**src/core/sss_consts.svh**
```systemverilog
// Constants of the select-gated serial slave: offsets, fields, modes, resets
`ifndef SSS_CONSTS_SVH
`define SSS_CONSTS_SVH

// ==========================================================
// Register byte offsets
`define SSS_OFF_CTRL 8'h00
`define SSS_OFF_DATA 8'h04
`define SSS_OFF_STAT 8'h08
`define SSS_OFF_MASK 8'h0C
`define SSS_OFF_INFO 8'h10

// ==========================================================
// Control register fields
`define SSS_CTRL_EN 0
`define SSS_CTRL_MODE_LO 1
`define SSS_CTRL_MODE_HI 4
`define SSS_CTRL_IDLE_HI 5
`define SSS_CTRL_CKE 6
`define SSS_CTRL_RST 8'h00

// ==========================================================
// Port mode field encodings
`define SSS_MODE_SLV_SEL 4'h4
`define SSS_MODE_SLV_NOSEL 4'h5

// ==========================================================
// Status and mask fields
`define SSS_ST_DONE 0
`define SSS_ST_SYNC 1
`define SSS_ST_CFG 2
`define SSS_ST_W 3
`define SSS_ST_RST 3'h0

// ==========================================================
// Bit counter and info register fields
`define SSS_CNT_LAST 3'h7
`define SSS_CNT_ZERO 3'h0
`define SSS_INFO_LOADED 3
`define SSS_INFO_SEL 4

// ==========================================================
// Reset values of datapath registers; the select pin idles high
`define SSS_PINS_RST 3'h4
`define SSS_WORD_RST 32'h0000_0000
`define SSS_BYTE_RST 8'h00

`endif

```
**src/core/sss_pkg.sv**
```systemverilog
// Types shared by the select-gated serial slave
package sss_pkg;
   typedef logic [7:0] sss_adr_t;
   typedef logic [31:0] sss_word_t;
   typedef logic [3:0] sss_sel_t;
   typedef logic [7:0] sss_byte_t;
   typedef logic [3:0] sss_mode_t;
   typedef logic [2:0] sss_cnt_t;
endpackage : sss_pkg

```
**src/core/sss_sync.sv**
```systemverilog
// Three-stage input synchroniser with agreement filter
`timescale 1ns/1ps
module sss_sync #(
   parameter int W = 3
) (
   input wire logic clk_i,
   input wire logic rst_i,
   input wire logic [W-1:0] d_i,
   input wire logic [W-1:0] rst_val_i,
   output logic [W-1:0] q_o
);
   logic [W-1:0] s1_q;
   logic [W-1:0] s2_q;
   logic [W-1:0] s3_q;

   // ==========================================================
   // Per-bit chain; a change counts once stages two and three agree
   for (genvar i = 0; i < W; i++)
   begin : g_bit
      always_ff @(posedge clk_i)
      begin
         s1_q[i] <= d_i[i];
         s2_q[i] <= s1_q[i];
         s3_q[i] <= s2_q[i];
         if (rst_i)
         begin
            q_o[i] <= rst_val_i[i];
         end
         else if (s2_q[i] == s3_q[i])
         begin
            q_o[i] <= s3_q[i];
         end
      end
   end
endmodule : sss_sync

```
**src/core/sss_core.sv**
```systemverilog
// Select-gated serial slave port with classic Wishbone register access
//
// How it works
// - Select honoured only in select-enabled slave mode
// - Select low: normal slave, shifts on external clock
// - Select high: port held reset, data output released
// - Slave with edge select needs select control
// - Port reset clears bit counter to zero
// - After reset, transmit only after buffer write
// - Shifting continues during device sleep
// - Eight bits set flag; enabled flag wakes device
`timescale 1ns/1ps
`include "sss_consts.svh"
module sss_core (
   input wire logic clk_i,
   input wire logic rst_i,
   input wire logic wb_cyc_i,
   input wire logic wb_stb_i,
   input wire logic wb_we_i,
   input wire sss_pkg::sss_adr_t wb_adr_i,
   input wire sss_pkg::sss_sel_t wb_sel_i,
   input wire sss_pkg::sss_word_t wb_dat_i,
   output sss_pkg::sss_word_t wb_dat_o,
   output logic wb_ack_o,
   input wire logic sck_i,
   input wire logic sdi_i,
   input wire logic sel_n_i,
   output logic sdo_o,
   output logic sdo_oe_o,
   input wire logic sleep_i,
   output logic irq_o,
   output logic wake_o
);
   import sss_pkg::*;

   // ==========================================================
   // Declarations
   sss_byte_t ctrl_q;
   sss_byte_t shift_q;
   sss_byte_t rxbuf_q;
   sss_cnt_t cnt_q;
   logic [`SSS_ST_W-1:0] stat_q;
   logic [`SSS_ST_W-1:0] stat_d;
   logic [`SSS_ST_W-1:0] mask_q;
   logic [`SSS_ST_W-1:0] ev;
   logic loaded_q;
   logic active_p_q;
   logic tx_bit_q;
   logic ack_q;
   logic irq_q;
   logic wake_q;
   logic oe_q;
   sss_word_t rdat_q;
   logic [2:0] pins_f;
   logic sck_f;
   logic sdi_f;
   logic sel_f;
   logic sck_p_q;
   logic sel_p_q;
   sss_mode_t mode;
   logic en;
   logic idle_hi;
   logic cke;
   logic sel_mode;
   logic slave;
   logic cfg_err;
   logic active;
   logic port_rst;
   logic rise;
   logic fall;
   logic lead;
   logic trail;
   logic samp;
   logic shf;
   logic req;
   logic wr;
   logic rd;
   logic wr_data;
   logic rd_stat;
   logic byte_done;

   // Address decode, shared by read and write paths
   function automatic logic sss_hit(input sss_adr_t a, input sss_adr_t off);
      return a == off;
   endfunction : sss_hit

   // ==========================================================
   // Pin synchronisers; select idles high so reset value is one
   sss_sync #(
      .W(3)
   ) u_sync (
      .clk_i(clk_i),
      .rst_i(rst_i),
      .d_i({sel_n_i, sdi_i, sck_i}),
      .rst_val_i(`SSS_PINS_RST),
      .q_o(pins_f)
   );
   assign sck_f = pins_f[0];
   assign sdi_f = pins_f[1];
   assign sel_f = pins_f[2];

   // ==========================================================
   // Mode decode
   assign mode = ctrl_q[`SSS_CTRL_MODE_HI:`SSS_CTRL_MODE_LO];
   assign en = ctrl_q[`SSS_CTRL_EN];
   assign idle_hi = ctrl_q[`SSS_CTRL_IDLE_HI];
   assign cke = ctrl_q[`SSS_CTRL_CKE];
   assign sel_mode = (mode == `SSS_MODE_SLV_SEL);
   assign slave = sel_mode || (mode == `SSS_MODE_SLV_NOSEL);
   // Edge-select slave without select control is refused outright
   assign cfg_err = (mode == `SSS_MODE_SLV_NOSEL) && cke;
   // Select only gates the port in select mode; low select runs the slave
   assign active = en && slave && !cfg_err && !(sel_mode && sel_f);
   assign port_rst = !active;

   // ==========================================================
   // Link clock edges, seen by the system clock
   assign rise = sck_f && !sck_p_q;
   assign fall = !sck_f && sck_p_q;
   assign lead = idle_hi ? fall : rise;
   assign trail = idle_hi ? rise : fall;
   assign samp = cke ? lead : trail;
   assign shf = cke ? trail : lead;

   // ==========================================================
   // Bus strobes
   assign req = wb_cyc_i && wb_stb_i && !ack_q;
   assign wr = req && wb_we_i && wb_sel_i[0];
   assign rd = req && !wb_we_i;
   assign wr_data = wr && sss_hit(wb_adr_i, `SSS_OFF_DATA);
   assign rd_stat = rd && sss_hit(wb_adr_i, `SSS_OFF_STAT);
   assign byte_done = active && samp && !wr_data && (cnt_q == `SSS_CNT_LAST);

   // Previous filtered link levels for edge finding
   always_ff @(posedge clk_i)
   begin
      if (rst_i)
      begin
         sck_p_q <= 1'b0;
         sel_p_q <= 1'b1;
      end
      else
      begin
         sck_p_q <= sck_f;
         sel_p_q <= sel_f;
      end
   end

   // ==========================================================
   // Wishbone slave: one wait state, ack for exactly one cycle
   always_ff @(posedge clk_i)
   begin
      if (rst_i)
      begin
         ack_q <= 1'b0;
         rdat_q <= `SSS_WORD_RST;
      end
      else
      begin
         ack_q <= wb_cyc_i && wb_stb_i && !ack_q;
         if (rd)
         begin
            // Unmapped offsets read as zero and are still acknowledged
            rdat_q <= `SSS_WORD_RST;
            if (sss_hit(wb_adr_i, `SSS_OFF_CTRL))
               rdat_q[7:0] <= ctrl_q;
            if (sss_hit(wb_adr_i, `SSS_OFF_DATA))
               rdat_q[7:0] <= rxbuf_q;
            if (sss_hit(wb_adr_i, `SSS_OFF_STAT))
               rdat_q[`SSS_ST_W-1:0] <= stat_q;
            if (sss_hit(wb_adr_i, `SSS_OFF_MASK))
               rdat_q[`SSS_ST_W-1:0] <= mask_q;
            if (sss_hit(wb_adr_i, `SSS_OFF_INFO))
               rdat_q[7:0] <= {3'h0, sel_f, loaded_q, cnt_q};
         end
      end
   end

   // Control and mask registers
   always_ff @(posedge clk_i)
   begin
      if (rst_i)
      begin
         ctrl_q <= `SSS_CTRL_RST;
         mask_q <= `SSS_ST_RST;
      end
      else
      begin
         if (wr && sss_hit(wb_adr_i, `SSS_OFF_CTRL))
            ctrl_q <= wb_dat_i[7:0];
         if (wr && sss_hit(wb_adr_i, `SSS_OFF_MASK))
            mask_q <= wb_dat_i[`SSS_ST_W-1:0];
      end
   end

   // ==========================================================
   // Shift engine. The system clock keeps running in sleep, so the
   // engine keeps sampling the link clock; only the core sleeps.
   always_ff @(posedge clk_i)
   begin
      if (rst_i)
      begin
         shift_q <= `SSS_BYTE_RST;
         rxbuf_q <= `SSS_BYTE_RST;
         cnt_q <= `SSS_CNT_ZERO;
         tx_bit_q <= 1'b0;
      end
      else
      begin
         if (port_rst)
         begin
            // Counter only; the reload flag has its own process below
            cnt_q <= `SSS_CNT_ZERO;
         end
         if (wr_data)
         begin
            // Buffer write reloads the shift register and re-arms output
            shift_q <= wb_dat_i[7:0];
            tx_bit_q <= wb_dat_i[7];
         end
         else if (active && samp)
         begin
            shift_q <= {shift_q[6:0], sdi_f};
            cnt_q <= cnt_q + 3'h1;
            if (cnt_q == `SSS_CNT_LAST)
               rxbuf_q <= {shift_q[6:0], sdi_f};
         end
         else if (active && shf)
         begin
            tx_bit_q <= shift_q[7];
         end
      end
   end

   // Reload flag: cleared on entry into port reset, not while it lasts,
   // so a buffer write made with select still high arms the next frame
   always_ff @(posedge clk_i)
   begin
      if (rst_i)
      begin
         loaded_q <= 1'b0;
         active_p_q <= 1'b0;
      end
      else
      begin
         active_p_q <= active;
         if (wr_data)
            loaded_q <= 1'b1;
         else if (active_p_q && !active)
            loaded_q <= 1'b0;
      end
   end

   // Output driver: released while held in reset or not reloaded
   always_ff @(posedge clk_i)
   begin
      if (rst_i)
         oe_q <= 1'b0;
      else
         oe_q <= active && (loaded_q || wr_data);
   end

   // ==========================================================
   // Sticky status; an event in the clearing read's cycle survives
   assign ev[`SSS_ST_DONE] = byte_done;
   assign ev[`SSS_ST_SYNC] = en && sel_mode && sel_f && !sel_p_q;
   assign ev[`SSS_ST_CFG] = en && cfg_err;
   assign stat_d = (rd_stat ? `SSS_ST_RST : stat_q) | ev;

   always_ff @(posedge clk_i)
   begin
      if (rst_i)
         stat_q <= `SSS_ST_RST;
      else
         stat_q <= stat_d;
   end

   // Interrupt and wake, aligned with the status update
   always_ff @(posedge clk_i)
   begin
      if (rst_i)
      begin
         irq_q <= 1'b0;
         wake_q <= 1'b0;
      end
      else
      begin
         irq_q <= |(stat_d & mask_q);
         wake_q <= sleep_i && stat_d[`SSS_ST_DONE] && mask_q[`SSS_ST_DONE];
      end
   end

   assign wb_ack_o = ack_q;
   assign wb_dat_o = rdat_q;
   assign sdo_o = tx_bit_q;
   assign sdo_oe_o = oe_q;
   assign irq_o = irq_q;
   assign wake_o = wake_q;
endmodule : sss_core

```
**config.mk**
```make
export PLATFORM = sky130hd
export DESIGN_NAME = sss_core
export DESIGN_NICKNAME = d
export VERILOG_FILES = /design/src/core/sss_pkg.sv /design/src/core/sss_sync.sv /design/src/core/sss_core.sv
export VERILOG_INCLUDE_DIRS = /design/src /design/src/core
export SDC_FILE = /design/constraint.sdc
export NUM_CORES = 1
export LEC_CHECK = 0
export BUFFER_PORTS_ARGS = -buffer_cell sky130_fd_sc_hd__buf_2
export CORE_ASPECT_RATIO = 2
export CORE_MARGIN = 2
export CORE_UTILIZATION = 40
export DETAILED_ROUTE_END_ITERATION = 16
export GPL_ROUTABILITY_DRIVEN = 0
export HOLD_SLACK_MARGIN = 0.08
export PLACE_DENSITY = 0.76
export SYNTH_ARGS = -nofsm -noshare
export SYNTH_HDL_FRONTEND = slang
export SYNTH_SLANG_ARGS = --single-unit
```
**constraint.sdc**
```tcl
create_clock -name clk_i -period 4.6 [get_ports clk_i]
set_input_delay 0.23 -clock clk_i [delete_from_list [all_inputs] [get_ports clk_i]]
set_output_delay 0.23 -clock clk_i [all_outputs]
set_load 0.005 [all_outputs]
```
==> impl_metrics.py <==
metrics = {
    "hold_path": {
        "hold_class": "in2reg",
        "holdPathStages": 3,
    },
    "cells_and_area": {
        "n_fill_cell": 649,
        "final_nets": 379,
        "drive_gt1_share_pct": 21.6,
        "instances_no_fill": 417,
        "final_cell_area_um2": 3260,
        "area.growth.synth_to_final_pct": 18.1,
        "diodes": 0,
    },
    "clocking": {
        "cts_root_buf": "clkbuf_16",
        "insertion_delay_ns": 0.33,
        "numCtsBuffers": 9,
        "h-tree-depth": 3,
        "cts_max_path_buffers": 2,
        "clock_sinks": 62,
        "clkTransAtPathRegs_ns": 0.05,
        "cts_tree": "done",
    },
    "power_and_ir_drop": {
        "ir_drop_v": 0.000210,
        "finalPower_mw": 1.38,
        "leakage_nw": 1.35,
        "p_per_area_nw_per_um2": 422,
    },
    "job": {
        "max_cap_violations": 0,
    },
    "setup_path": {
        "path_max_fanout": 10,
        "crit_type": "reg2reg",
        "cp-end-kind": "flip-flop",
        "worst_setup_path_start_kind": "flip-flop",
        "crit_slowest_cell": "a2111oi_4",
        "cpPeakStageDelay_ns": 0.87,
        "reg2regPathDepth": 5,
        "cp.required_ns": 4.79,
        "path_cells": "xnor2_1 -> mux2i_2 -> a2111oi_4 -> mux2i_1 -> nor2_1",
        "arrival_ns": 2.40,
    },
    "yosys": {
        "yosysTopAreaCell": "dfxtp_1",
        "async_flop_share_pct": 0,
        "synthFlopType": "dfxtp_1",
        "ys_types": 43,
        "seq_area_frac_synth_pct": 45.0,
        "synth_warnings": 0,
        "synth.avg_cell_area_um2": 9.58,
        "syn_area_um2": 2760,
        "synth_edf_count": 0,
        "synth_area_leaders": "dfxtp_1 45%, mux2i_1 11%, buf_4 6.5%, nor2_1 4.9%, a21oi_1 3.4%",
        "synth_top_area_share_pct": 45.0,
        "ys_seq_elements": 62,
        "synthesis.instances": 288,
    },
    "global_route": {
        "grt_max_degree": 53,
        "antenna_found_initial": 0,
        "grt_pass1_vias": 2019,
        "track_usage_pct": 16.4,
        "overflow": 0,
        "grt_pass1_wl_um": 9400,
    },
    "timing": {
        "rsz0062_at_grt": "no",
        "tns_ns": 0,
        "timing.final.crit_share_pct": 48.2,
        "period_needed_ns": 2.22,
        "report.final.setup_viol": 0,
        "drv_slew": 0,
        "finClkSkew_ns": 0.00489,
        "slew_headroom_pct": 33.9,
        "hold_viol": 0,
        "fmax_ghz": 0.451,
        "worstMarginPinSlew_ns": 0.991,
    },
    "outcome": {
        "outcome": "finished, final reports clean",
    },
    "placement": {
        "portBuffers": 38,
        "dp_cells": 398,
        "dpl.hpwl_um": 4170,
        "placed_area_um2": 2880,
    },
    "die": {
        "die-area_um2": 7620,
        "rows": 42,
        "start_util_pct": 41.4,
        "coreArea_um2": 6670,
        "dieWidth_um": 62.7,
        "ios": 90,
        "dieHeight_um": 121,
    },
    "routing": {
        "route.vias.total": 2074,
        "viasPerCell": 4.97,
        "drt-pass1-iter-count": 4,
        "wl_per_cell_um": 13.9,
        "ant_nets": 0,
        "drc": 0,
        "drt_iter0_markers": 69,
        "drt_wl_total_um": 5790,
    },
}
==> report_power, final <==
part	switching, mW	internal (mW)
Combinational	0.0306	0.0176
Clock	0.230	0.548
Sequential	0.00437	0.545
==> per-stage QoR <==
step | hold slack [ns] | worst slack (ns) | util (%)
detailed placement | 0.312 | 2.38 | 43.1
finish | 0.136 | 2.38 | 48.9
CTS | 0.133 | 2.36 | 48.9
floorplan | 0.258 | 3.05 | -
global route | 0.147 | 2.20 | 48.9
global placement | 0.311 | 2.38 | 43.1
==> critical path: cells and delay by family, from the launching register on <==
| kind | cells | cell delay (ns) |
|---|---|---|
| XOR/XNOR | 1 | 0.22 |
| multiplexers | 2 | 0.46 |
| AO/OA/AOI/OAI | 1 | 0.87 |
| flip-flops | 1 | 0.47 |
| AND/OR/NAND/NOR | 1 | 0.05 |
==> registers in the layout (all words and copies together), names as in the netlist <==
signal and count:
shift_q 8, loaded_q 1, u_sync.s2_q 3, sdo_o 1, ctrl_q 8, cnt_q 3
wake_o 1, wb_ack_o 1, stat_q 3, u_sync.s3_q 3, active_p_q 1, sck_p_q 1
u_sync.q_o 3, mask_q 3, sel_p_q 1, wb_dat_o 8, u_sync.s1_q 3, rxbuf_q 8
irq_o 1, sdo_oe_o 1
==> layer usage <==
| metal | wire (um) | GRT usage, % | up-vias | share of wire [%] |
|---|---|---|---|---|
| met4 | 290 | 13.2 | 0 | 5.0 |
| met3 | 245 | 4.92 | 23 | 4.2 |
| met5 | 0 | 0 | - | 0 |
| li1 | - | - | 1021 | - |
| met1 | 2100 | 14.9 | 965 | 36 |
| met2 | 3160 | 29.5 | 65 | 55 |
==> synth_stat cells, types with 4 or more instances <==
library cell  count
nand2_1          23
clkbuf_1          8
o21ai_0           5
buf_6             4
buf_4            24
dfxtp_1          62
a21oi_1          19
a211oi_1          7
nor3_1            5
mux2i_1          31
nor2b_1           6
nor2_1           36
nand3_1           9
==> worst paths after layout <==
| check | startpoint | endpoint | slack (ns) |
|---|---|---|---|
| worst max-delay path | ctrl_q[6] | rxbuf_q[2] | 2.38 |
| worst min-delay path | sleep_i | wake_o | 0.14 |
| worst max register to register | ctrl_q[6] | rxbuf_q[2] | 2.38 |
| worst min register to register | u_sync.s1_q[0] | u_sync.s2_q[0] | 0.32 |
==> final cells by class <==
| class | instances | area (um2) | area share, % |
|---|---|---|---|
| multi-input combinational | 209 | 1330 | 40.8 |
| inverter | 1 | 3.75 | 0.115 |
| clock buffer | 14 | 294 | 9.02 |
| tap | 88 | 110 | 3.38 |
| sequential | 62 | 1240 | 38.1 |
| clock inverter | 2 | 60.1 | 1.84 |
| timing repair buffer | 41 | 220 | 6.75 |
==> placed cells by master, fill, tap and decap left out, types with 7 or more instances in the layout <==
| cell type | n |
|---|---|
| a21oi_1 | 19 |
| nand2_1 | 23 |
| clkbuf_16 | 9 |
| dfxtp_1 | 62 |
| mux2i_1 | 31 |
| conb_1 | 24 |
| a211oi_1 | 7 |
| buf_2 | 38 |
| nand3_1 | 9 |
| nor2_1 | 36 |
==> cells by family after synthesis <==
logic type      share of synthesized area (%)
xor+xnor                                0.635
compound gates                           10.5
fa+ha+maj                               0.906
mux                                      15.4
buf+inv                                  9.93
other cells                             0.136
simple gates                             17.5
flops                                    45.0
==> what timing repair did <==
item	4_1_cts	5_1_grt
hold endpoints to repair	3	0
setup buffers	0	0
hold buffers	3	0
gates resized for setup	0	0
Note: power is estimated with default switching activity, not from simulation.
